### src/tmr16_pkg.sv
`default_nettype none
package tmr16_pkg;
    // I/O bus and counter widths
    localparam int IO_AW = 8;
    localparam int IO_DW = 8;
    localparam int CNT_W = 16;

    // I/O addresses
    localparam logic [7:0] ADDR_REQ  = 8'h05;
    localparam logic [7:0] ADDR_MODE = 8'h06;
    localparam logic [7:0] ADDR_EDGE = 8'h0c;

    // Mode register fields
    localparam int SRC_MSB = 7;
    localparam int SRC_LSB = 5;
    localparam int PRE_MSB = 4;
    localparam int PRE_LSB = 3;
    localparam int BIT_MSB = 2;
    localparam int BIT_LSB = 0;

    // Edge select and request flag positions
    localparam int EDGE_POS = 4;
    localparam int REQ_POS  = 2;

    // Reset values
    localparam logic [7:0]  MODE_RST = 8'h00;
    localparam logic        EDGE_RST = 1'b0;
    localparam logic        REQ_RST  = 1'b0;
    localparam logic [15:0] CNT_RST  = 16'h0000;

    // Trigger bit index is 8 plus the field, so the top bit is set
    localparam logic TRIG_HI = 1'b1;

    // Number of asynchronous clock sources
    localparam int NSRC = 5;

    // Clock source codes
    typedef enum logic [2:0] {
        SRC_STOP   = 3'b000,
        SRC_SYS    = 3'b001,
        SRC_UNUSED = 3'b010,
        SRC_PIN_A4 = 3'b011,
        SRC_HIGH_RC = 3'b100,
        SRC_CRYSTAL = 3'b101,
        SRC_LOW_RC = 3'b110,
        SRC_PIN_A0 = 3'b111
    } tmr16_src_e;

    // Prescale codes
    typedef enum logic [1:0] {
        PRE_DIV1  = 2'b00,
        PRE_DIV4  = 2'b01,
        PRE_DIV16 = 2'b10,
        PRE_DIV64 = 2'b11
    } tmr16_pre_e;
endpackage : tmr16_pkg
`default_nettype wire

### src/tmr16_src_if.sv
`default_nettype none
interface tmr16_src_if;
    logic [2:0] src;   // Selected clock source code
    logic       tick;  // One-cycle pulse per rising source clock edge

    modport sel  (input src, output tick);
    modport core (output src, input tick);
endinterface : tmr16_src_if
`default_nettype wire

### src/tmr16_src_sel.sv
`default_nettype none
module tmr16_src_sel
    import tmr16_pkg::*;
(
    // Clock and reset
    input  wire logic             clk,
    input  wire logic             rst,
    // Raw clock sources: pin A4, high RC, crystal, low RC, pin A0
    input  wire logic [NSRC-1:0]  src_raw,
    // Toward the counter core
    tmr16_src_if.sel              sif
);
    logic [NSRC-1:0] s1_q, s1_d;
    logic [NSRC-1:0] s2_q, s2_d;
    logic [NSRC-1:0] s3_q, s3_d;
    logic [NSRC-1:0] rise;
    logic            tick_q, tick_d;

    // Two-stage synchroniser plus one history stage for edge detect
    always_comb begin
        s1_d = src_raw;
        s2_d = s1_q;
        s3_d = s2_q;
        rise = s2_q & ~s3_q;
        // count pin edges
        unique case (tmr16_src_e'(sif.src))
            SRC_STOP:    tick_d = 1'b0;
            SRC_SYS:     tick_d = 1'b1;
            SRC_UNUSED:  tick_d = 1'b0;
            SRC_PIN_A4:  tick_d = rise[0];
            SRC_HIGH_RC: tick_d = rise[1];
            SRC_CRYSTAL: tick_d = rise[2];
            SRC_LOW_RC:  tick_d = rise[3];
            SRC_PIN_A0:  tick_d = rise[4];
        endcase
    end

    // Register stage; tick is a clean one-cycle pulse
    always_ff @(posedge clk) begin
        if (rst) begin
            s1_q   <= '0;
            s2_q   <= '0;
            s3_q   <= '0;
            tick_q <= 1'b0;
        end else begin
            s1_q   <= s1_d;
            s2_q   <= s2_d;
            s3_q   <= s3_d;
            tick_q <= tick_d;
        end
    end

    assign sif.tick = tick_q;
endmodule : tmr16_src_sel
`default_nettype wire

### src/tmr16_timer.sv
// Operation
// Three-bit source field picks stop, system, pins, RC or crystal clock.
// Selected clock is divided by 1, 4, 16 or 64 from a field.
// Sixteen-bit counter only counts up by one per prescaled tick.
// Store instruction loads the counter; read instruction returns the count.
// Trigger bit is counter bit 8 plus a three-bit field.
// Edge select bit 4 at address 0x0C picks rising or falling trigger.
// Each qualifying trigger transition sets request flag bit 2.
// Free running request rate is source over prescale over 2^(n+1).
// Mode register at I/O address 0x06 is readable and writable.
// Bit 13, start zero: request sets when count reaches 0x2000.
// Pin clock sources are synchronised; one count per detected edge.
// Counter wraps from 0xffff to zero and keeps counting.
`default_nettype none
module tmr16_timer
    import tmr16_pkg::*;
(
    // Clock and reset
    input  wire logic                       CLOCK_IN,
    input  wire logic                       RST_IN,
    // Clock sources, sampled on CLOCK_IN
    input  wire logic                       PIN_A4_CLOCK_IN,
    input  wire logic                       HIGH_RC_OSCILLATOR_IN,
    input  wire logic                       CRYSTAL_OSCILLATOR_IN,
    input  wire logic                       LOW_RC_OSCILLATOR_IN,
    input  wire logic                       PIN_A0_CLOCK_IN,
    // I/O register port
    input  wire logic [tmr16_pkg::IO_AW-1:0] IO_ADDR_IN,
    input  wire logic                       IO_WR_IN,
    input  wire logic                       IO_RD_IN,
    input  wire logic [tmr16_pkg::IO_DW-1:0] IO_WDATA_IN,
    output var  logic [tmr16_pkg::IO_DW-1:0] IO_RDATA_OUT,
    // Counter store and read instructions
    input  wire logic                       CNT_STORE_IN,
    input  wire logic [tmr16_pkg::CNT_W-1:0] CNT_STORE_DATA_IN,
    input  wire logic                       CNT_READ_IN,
    output var  logic [tmr16_pkg::CNT_W-1:0] CNT_READ_DATA_OUT,
    output var  logic                       CNT_READ_VALID_OUT,
    // Timer request flag
    output var  logic                       TIMER_REQ_OUT
);
    tmr16_src_if sif ();

    logic [7:0]       mode_q, mode_d;
    logic             edge_q, edge_d;
    logic             req_q, req_d;
    logic [CNT_W-1:0] cnt_q, cnt_d, cnt_inc;
    logic [5:0]       pre_q, pre_d, pre_mask;
    logic [7:0]       rdata_q, rdata_d;
    logic [CNT_W-1:0] rd_q, rd_d;
    logic             rdv_q, rdv_d;
    logic             cnt_en, trig, old_bit, new_bit;
    logic [3:0]       trig_idx;

    // source select and synchroniser
    assign sif.src = mode_q[SRC_MSB:SRC_LSB];

    tmr16_src_sel u_src (
        .clk     (CLOCK_IN),
        .rst     (RST_IN),
        .src_raw ({PIN_A0_CLOCK_IN, LOW_RC_OSCILLATOR_IN,
                   CRYSTAL_OSCILLATOR_IN, HIGH_RC_OSCILLATOR_IN,
                   PIN_A4_CLOCK_IN}),
        .sif     (sif)
    );

    // Prescaler, counter, trigger and register next state
    always_comb begin
        // prescale mask
        unique case (tmr16_pre_e'(mode_q[PRE_MSB:PRE_LSB]))
            PRE_DIV1:  pre_mask = 6'h00;
            PRE_DIV4:  pre_mask = 6'h03;
            PRE_DIV16: pre_mask = 6'h0f;
            PRE_DIV64: pre_mask = 6'h3f;
        endcase
        pre_d  = sif.tick ? pre_q + 6'h01 : pre_q;
        cnt_en = sif.tick && ((pre_q & pre_mask) == pre_mask);
        // up count only; natural wrap at full scale
        cnt_inc = cnt_q + 16'h0001;
        // trigger bit index 8 to 15
        trig_idx = {TRIG_HI, mode_q[BIT_MSB:BIT_LSB]};
        old_bit  = cnt_q[trig_idx];
        new_bit  = cnt_inc[trig_idx];
        // edge choice; only counting can trigger
        trig = cnt_en && (old_bit != new_bit) && (new_bit != edge_q);
        cnt_d = cnt_q;
        // store wins over a count in the same cycle
        if (CNT_STORE_IN) begin
            cnt_d = CNT_STORE_DATA_IN;
        end else if (cnt_en) begin
            cnt_d = cnt_inc;
        end
        // read instruction returns current count
        rdv_d = CNT_READ_IN;
        rd_d  = CNT_READ_IN ? cnt_q : rd_q;
        // mode register write; edge and request registers likewise
        mode_d = (IO_WR_IN && IO_ADDR_IN == ADDR_MODE) ? IO_WDATA_IN : mode_q;
        edge_d = (IO_WR_IN && IO_ADDR_IN == ADDR_EDGE) ?
                 IO_WDATA_IN[EDGE_POS] : edge_q;
        req_d  = (IO_WR_IN && IO_ADDR_IN == ADDR_REQ) ?
                 IO_WDATA_IN[REQ_POS] : req_q;
        // hardware set beats a software clear
        if (trig) begin
            req_d = 1'b1;
        end
        // Register read mux; unmapped addresses read zero
        rdata_d = rdata_q;
        if (IO_RD_IN) begin
            rdata_d = 8'h00;
            if (IO_ADDR_IN == ADDR_MODE) begin
                rdata_d = mode_q;
            end else if (IO_ADDR_IN == ADDR_EDGE) begin
                rdata_d[EDGE_POS] = edge_q;
            end else if (IO_ADDR_IN == ADDR_REQ) begin
                rdata_d[REQ_POS] = req_q;
            end
        end
    end

    // State registers
    always_ff @(posedge CLOCK_IN) begin
        if (RST_IN) begin
            mode_q  <= MODE_RST;
            edge_q  <= EDGE_RST;
            req_q   <= REQ_RST;
            cnt_q   <= CNT_RST;
            pre_q   <= 6'h00;
            rdata_q <= 8'h00;
            rd_q    <= CNT_RST;
            rdv_q   <= 1'b0;
        end else begin
            mode_q  <= mode_d;
            edge_q  <= edge_d;
            req_q   <= req_d;
            cnt_q   <= cnt_d;
            pre_q   <= pre_d;
            rdata_q <= rdata_d;
            rd_q    <= rd_d;
            rdv_q   <= rdv_d;
        end
    end

    // Outputs straight from flip-flops
    assign IO_RDATA_OUT       = rdata_q;
    assign CNT_READ_DATA_OUT  = rd_q;
    assign CNT_READ_VALID_OUT = rdv_q;
    assign TIMER_REQ_OUT      = req_q;
endmodule : tmr16_timer
`default_nettype wire

### config.mk
export PLATFORM = sky130hd
export DESIGN_NAME = tmr16_timer
export DESIGN_NICKNAME = d
export VERILOG_FILES = /design/src/tmr16_pkg.sv /design/src/tmr16_src_if.sv /design/src/tmr16_src_sel.sv /design/src/tmr16_timer.sv
export SDC_FILE = /design/constraint.sdc
export NUM_CORES = 1
export LEC_CHECK = 0
export ABC_CLOCK_PERIOD_IN_PS = 2320
export BUFFER_PORTS_ARGS = -buffer_cell sky130_fd_sc_hd__buf_2
export CAP_MARGIN = 20
export CORE_MARGIN = 5
export CORE_UTILIZATION = 50
export DETAILED_ROUTE_END_ITERATION = 12
export PLACE_DENSITY = 0.74
export SLEW_MARGIN = 30
export SYNTH_ARGS = -nofsm -noshare
export SYNTH_HDL_FRONTEND = slang
export SYNTH_HIERARCHICAL = 1
export SYNTH_SLANG_ARGS = --single-unit
### constraint.sdc
create_clock -name CLOCK_IN -period 2.32 [get_ports CLOCK_IN]
set_input_delay 0.232 -clock CLOCK_IN [delete_from_list [all_inputs] [get_ports CLOCK_IN]]
set_output_delay 0.232 -clock CLOCK_IN [all_outputs]
set_load 0.05 [all_outputs]
==> results.tsv, run 1 <==
stage	metric	value	unit
worst_setup_path	crit path to	TIMER_REQ_OUT	
logic_synthesis	mux share of post-synthesis cell area	0.1022	
worst_setup_path	start point of the critical path	mode_q[0]	
worst_setup_path	CP required	2610	ps
placed_design	DP Area	0.003646	sq mm
outcome	status	complete, no violations	
cells_and_area	layout cells sized above 1	0.2138	
die	core area	0.006350	sq mm
die	die height	90.86	um
die	area of the die	0.008256	sq mm
grt	grt total ovfl	0	
worst_setup_path	RR Startpoint	mode_q[0]	
routing	DRC	0	
clock_tree	post-CTS sizing	0	
sta	crit share post-route	0.9369	
worst_setup_path	Worst R2R Path Depth	5	
sta	actual slew at the worst max-slew pin	502.7	ps
routing	number of DRC markers in iteration 0	102	
grt	pin count of the biggest net entering global routing	30	
placed_design	DP Cell Count	496	
worst_setup_path	CP max-delay cell	mux4_1	
grt	initial antenna violation count	0	
sta	Final Hold Vio Count	0	
placed_design	DP HPWL	5050	um
cells_and_area	ant diodes	0	
cells_and_area	Final Cell Area	0.003847	sq mm
placed_design	placer congestion estimate	0.8324	
cells_and_area	most common cell after layout, fill and taps aside	dfxtp_1	
die	initial core utilization	0.5149	
logic_synthesis	post-synthesis adder-cell area fraction	0.007654	
logic_synthesis	Synth Area in Compound Gates	0.07233	
die	Die W	90.86	um
clock_tree	Max Buffers Root-to-Sink	2	
cells_and_area	most frequent cells in the layout	dfxtp_1 (73), buf_2 (68), nor2_1 (49), nand2_1 (35), nor2b_1 (28)	
sta	Layout Skew	14.92	ps
logic_synthesis	ranking of synthesized cells by area	dfxtp_1 (45%), mux2i_1 (8.3%), nor2_1 (5.6%)	
logic_synthesis	Synth top area share	0.4470	
pwr	Leak	1.636	nW
routing	DR vias/cell	5.330	
routing	WL final	7233	um
clock_tree	htree depth	3	
run	Max Cap Viol	0	
logic_synthesis	number of distinct library cells after synthesis	45	
routing	Via Count	2729	
sta	Fin Hold WS	74.45	ps
routing	DR WL/cell	14.13	um
clock_tree	post-CTS setup buffers	0	
logic_synthesis	Mapped Cells	368	
logic_synthesis	Seq/Total Area, Yosys	0.4470	
routing	First-pass DRT Iterations	5	
cells_and_area	# fillers	562	
grt	first-pass GRT wire length	12060	um
min_path	Hold/Removal Path Class	in2reg	
logic_synthesis	EDFF count, synth	0	
grt	vias in the first global route	2495	
routing	post-route antenna net violation count	0	
sta	Final Slew Violations	0	
pwr	total power	2.573	mW
logic_synthesis	Syn. warnings	6	
sta	Max Clk Rate	0.4601	GHz
worst_setup_path	Critical R2R Capture	TIMER_REQ_OUT	
pwr	PwrDens	668.8	mW/mm^2
die	I/O pin count	69	
placed_design	Buffers on Ports	68	
logic_synthesis	Synth Net Count	413	
logic_synthesis	largest family of logic cells by synthesized area	simple AND/OR/NAND/NOR gates	
grt	GRT Resource Usage Total	0.1776	
logic_synthesis	top cell type by total area after synthesis	dfxtp_1	
worst_setup_path	CP startpoint kind	register	
logic_synthesis	Synth Area in XOR/XNOR	0.06965	
sta	sum of negative setup slack	0	ps
clock_tree	CTS tree	yes	
sta	Max-slew headroom	0.6618	
cells_and_area	Syn-to-layout area delta	17.68	%
sta	Final min period	2174	ps
cells_and_area	non-filler instance count after layout	512	
clock_tree	cts hold-fix bufs	0	
clock_tree	Worst-Skew Late Latency	360	ps
logic_synthesis	dominant synthesized flop cell	dfxtp_1	
sta	RSZ-0062 raised after global routing	false	
clock_tree	CTS clk-pin slew, worst paths	90	ps
clock_tree	Sink Count	73	
worst_setup_path	CP Cell Sequence	mux4_1 > mux2_2 > or4b_1 > a31o_1 > o211ai_2	
clock_tree	Inserted Clock Buffers	9	
worst_setup_path	critical path type	reg2reg	
worst_setup_path	crit path capture type	register	
worst_setup_path	CP max stage delay	600	ps
worst_setup_path	reg2reg setup slack	150	ps
logic_synthesis	Synth Cell Area	0.003269	sq mm
logic_synthesis	#FFs+latches synth	73	
die	Row Count	29	
min_path	Worst Hold Launch	PIN_A4_CLOCK_IN	
logic_synthesis	share of flip-flops with an asynchronous set or reset	0	
logic_synthesis	Syn Area/Cell	8.884	sq um
cells_and_area	Sequential Area	0.001461	sq mm
worst_setup_path	CP arrival	2460	ps
sta	final setup fails	0	
cells_and_area	# nets final	475	
clock_tree	Root Buffer Master	clkbuf_8	
logic_synthesis	simple-gate area share of the yosys netlist	0.2667	
cells_and_area	Multi-input gate area	0.001695	sq mm
pwr	Max IR drop VDD	0.0004719	V
worst_setup_path	CP max FO	9	
==> logic make-up after synthesis <==
kind of cell               count (synthesis)
and+or+nand+nor                          171
DFF                                       73
AOI/OAI and AO/OA                         39
muxes                                     30
buffers and inverters                     27
xor gates and xnor gates                  26
adders and majority gates                  2
==> cells in the mapped netlist (all sizes together) (5+ instances only) <==
library cell,instances
nor3,5
buf,9
a21oi,20
nor2,49
nand4,8
nand2,35
o21ai,8
dfxtp,73
nand3,19
xor2,10
clkbuf,12
inv,6
mux2i,27
nor2b,28
xnor2,16
==> per-stage QoR <==
stage	util	worst slack [ps]
after global routing	0.6059	4.642
after floorplan	-	335.7
after CTS	0.6059	146.6
final	0.6059	146.4
after detailed placement	0.5742	167.7
after global placement	0.5742	248.6
==> worst min-delay path by stage <==
| stage | end | slack (ps) | cells past startpoint |
|---|---|---|---|
| 2_1_floorplan | u_src/s2_q[0] | 300 | 1 |
| 3_3_place_gp | u_src/s2_q[3] | 420 | 1 |
| 3_5_place_dp | u_src/s2_q[1] | 430 | 1 |
| 4_1_cts | u_src/s1_q[0] | 70 | 2 |
| 5_1_grt | u_src/s1_q[0] | 70 | 2 |
| 6_report | u_src/s1_q[0] | 70 | 2 |
==> final cells by class <==
type,count,area share
multi-input combinational,268,0.4407
sequential,73,0.3798
timing repair buffer,72,0.09626
clock buffer,9,0.03220
tap,77,0.02504
clock inverter,7,0.02016
inverter,6,0.005854
==> flip-flops by register name (all words and copies together), names as in the netlist <==
register            flops
mode_q                  8
CNT_READ_DATA_OUT      16
u_src/sif.tick          1
pre_q                   6
u_src/s2_q              5
u_src/s3_q              5
TIMER_REQ_OUT           1
CNT_READ_VALID_OUT      1
u_src/s1_q              5
edge_q                  1
cnt_q                  16
IO_RDATA_OUT            8
==> worst max-delay path: cells and delay by family, from the launching register on <==
family / cells / cell delay, ps
AOI/OAI and AO/OA: 2 / 270
DFF: 1 / 490
muxes: 2 / 880
and+or+nand+nor: 1 / 460
==> routing by layer <==
metal / wire length, um / global-route usage
met3: 460 / 0.05833
met2: 3238 / 0.2663
met1: 3433 / 0.2405
met4: 100 / 0.05868
met5: 0 / 0
==> power by group <==
group / internal [mW] / switching (mW)
Clock: 0.506 / 0.532
Combinational: 0.0896 / 0.122
Sequential: 1.29 / 0.0342
Note: power is estimated with default switching activity, not from simulation.
==> inputs of run 2 (changes only) <==
- ABC_CLOCK_PERIOD_IN_PS: 2320 -> 1900
- CELL_PAD_IN_SITES_DETAIL_PLACEMENT: default -> 2
- CELL_PAD_IN_SITES_GLOBAL_PLACEMENT: default -> 2
- CORE_UTILIZATION: 50 -> 29
- PLACE_DENSITY: 0.74 -> default
- PLACE_DENSITY_LB_ADDON: default -> 0.1
- clock period: 2.32 -> 1.9 ns (I/O delays scaled with it)
==> run 2 against run 1 <==
Net effect:
- the run now ends with setup timing left
- clock power increased by 57%
- sequential cell count unchanged
- worst hold slack got worse by 22 ps
- sequential share of layout area decreased by 4.8 points
- die area increased by 63%
- final cell count increased by 20%
- register-to-register slack got worse by 210 ps
- critical path type unchanged
- largest cell class unchanged
==> results.tsv, run 2 (synthesized netlist as in run 1, its figures left out) <==
stage	metric	value	unit	change
outcome	status	finished with violations		was complete, no violations
outcome	violated checks	setup timing		
routing	WL final	10140	um	was 7233 um
clock_tree	CTS tree	yes		unchanged
routing	First-pass DRT Iterations	4		was 5
routing	post-route antenna net violation count	0		unchanged
sta	final setup fails	1		was 0
pwr	Max IR drop VDD	0.0005830	V	was 0.0004719 V
sta	actual slew at the worst max-slew pin	540.3	ps	was 502.7 ps
die	initial core utilization	0.2990		was 0.5149
worst_setup_path	CP startpoint kind	register		unchanged
min_path	Hold/Removal Path Class	in2reg		unchanged
placed_design	placer congestion estimate	0.8025		was 0.8324
sta	Final Slew Violations	0		unchanged
clock_tree	cts hold-fix bufs	0		unchanged
worst_setup_path	CP Depth	5		unchanged
cells_and_area	# nets final	514		was 475
worst_setup_path	CP required	2170	ps	was 2610 ps
sta	Max-slew headroom	0.6398		was 0.6618
grt	GRT Resource Usage Total	0.1609		was 0.1776
placed_design	Buffers on Ports	68		unchanged
worst_setup_path	Buf/Inv on CP	0		unchanged
die	Die W	116.2	um	was 90.86 um
min_path	hold path depth	2		unchanged
grt	vias in the first global route	3271		was 2495
sta	final setup margin	-60.96	ps	was 146.4 ps
clock_tree	Worst-Skew Late Latency	340	ps	was 360 ps
grt	pin count of the biggest net entering global routing	44		was 30
die	die height	116.2	um	was 90.86 um
cells_and_area	most frequent cells in the layout	dfxtp_1 (69), buf_2 (68), nor2_1 (48), buf_4 (41), nand2_1 (35)		was dfxtp_1 (73), buf_2 (68), nor2_1 (49), nand2_1 (35), nor2b_1 (28)
worst_setup_path	CP Cell Sequence	mux4_2 > mux2_4 > or4b_4 > a31o_1 > o211ai_2		was mux4_1 > mux2_2 > or4b_1 > a31o_1 > o211ai_2
worst_setup_path	Worst R2R Path Depth	5		unchanged
grt	grt total ovfl	0		unchanged
placed_design	DP HPWL	7359	um	was 5050 um
clock_tree	Max Buffers Root-to-Sink	2		unchanged
routing	number of DRC markers in iteration 0	89		was 102
grt	initial antenna violation count	0		unchanged
sta	Max Clk Rate	0.5100	GHz	was 0.4601 GHz
sta	Layout Skew	6.848	ps	was 14.92 ps
routing	DR vias/cell	4.811		was 5.330
die	core area	0.01094	sq mm	was 0.006350 sq mm
die	Row Count	38		was 29
placed_design	DP Cell Count	597		was 496
grt	first-pass GRT wire length	16640	um	was 12060 um
worst_setup_path	crit-path leading delay family	multiplexers		unchanged
worst_setup_path	critical path type	reg2reg		unchanged
routing	DR WL/cell	16.51	um	was 14.13 um
worst_setup_path	CP arrival	2230	ps	was 2460 ps
routing	Via Count	2954		was 2729
cells_and_area	ant diodes	0		unchanged
cells_and_area	layout cells sized above 1	0.3186		was 0.2138
cells_and_area	Syn-to-layout area delta	35.44	%	was 17.68%
die	I/O pin count	69		unchanged
clock_tree	Root Buffer Master	clkbuf_16		was clkbuf_8
pwr	Leak	1.917	nW	was 1.636 nW
sta	Final Hold Vio Count	0		unchanged
run	Max Cap Viol	0		unchanged
cells_and_area	post-layout util	0.4049		was 0.6059
worst_setup_path	CP max stage delay	490	ps	was 600 ps
clock_tree	CTS clk-pin slew, worst paths	60	ps	was 90 ps
cells_and_area	non-filler instance count after layout	614		was 512
worst_setup_path	CP max-delay cell	mux4_2		was mux4_1
die	area of the die	0.01350	sq mm	was 0.008256 sq mm
worst_setup_path	CP max FO	3		was 9
sta	crit share post-route	1.032		was 0.9369
sta	Final min period	1961	ps	was 2174 ps
worst_setup_path	crit path capture type	register		unchanged
pwr	PwrDens	803.3	mW/mm^2	was 668.8 mW/mm^2
clock_tree	htree depth	3		unchanged
cells_and_area	most common cell after layout, fill and taps aside	dfxtp_1		unchanged
clock_tree	Sink Count	73		unchanged
clock_tree	Inserted Clock Buffers	9		unchanged
routing	DRC	0		unchanged
sta	RSZ-0062 raised after global routing	true		was false
==> run 2: what timing repair did <==
action | in CTS | in global routing
resized for setup | 9 | 17
buffers inserted | 1 | 0
pin swaps | 0 | 4
endpoints found under the setup margin | 15 | 13
==> run 2: cell type report <==
type	count	area, sq um
tap	140	175.2
fill	1236	6507
timing repair buffer	111	679.4
inverter	6	22.52
multi-input combinational	268	1797
sequential	73	1471
clock buffer	11	242.7
clock inverter	5	40.04
==> run 2: where the power goes <==
group / internal (mW) / switching [mW] / leakage, nW
Sequential: 1.57 / 0.0247 / 0.598
Combinational: 0.140 / 0.194 / 1.19
Clock: 0.927 / 0.699 / 0.128
==> run 2: path summary, 6_finish.rpt <==
path | startpoint | to | slack (ps)
worst min register to register | u_src/s1_q[3] | u_src/s2_q[3] | 440
worst max register to register | mode_q[0] | TIMER_REQ_OUT | -60
worst min-delay path | PIN_A4_CLOCK_IN | u_src/s1_q[0] | 50
worst max-delay path | mode_q[0] | TIMER_REQ_OUT | -60
==> run 2: through the flow <==
stage	worst slack [ps]	setup TNS, ps	instance area, sq um	hold WS [ps]	power, mW
4_1_cts	-69.20	-69.20	4338	36.75	3.624
5_1_grt	-173.6	-174.5	4428	30.11	3.730
2_1_floorplan	-48.19	-48.19	3266	261.6	1.819
3_3_place_gp	-80.08	-210.1	4019	395.7	1.957
6_report	-60.96	-60.96	4428	51.99	3.557
3_5_place_dp	-170.1	-541.9	4019	399.9	1.968
==> run 2: per-layer routing <==
layer | wire length (um) | global-route usage | vias to the layer above
met3 | 365 | 0.04663 | 8
met2 | 4982 | 0.2685 | 41
met5 | 0 | 0 | -
li1 | - | - | 1453
met1 | 4666 | 0.2010 | 1452
met4 | 120 | 0.05104 | 0
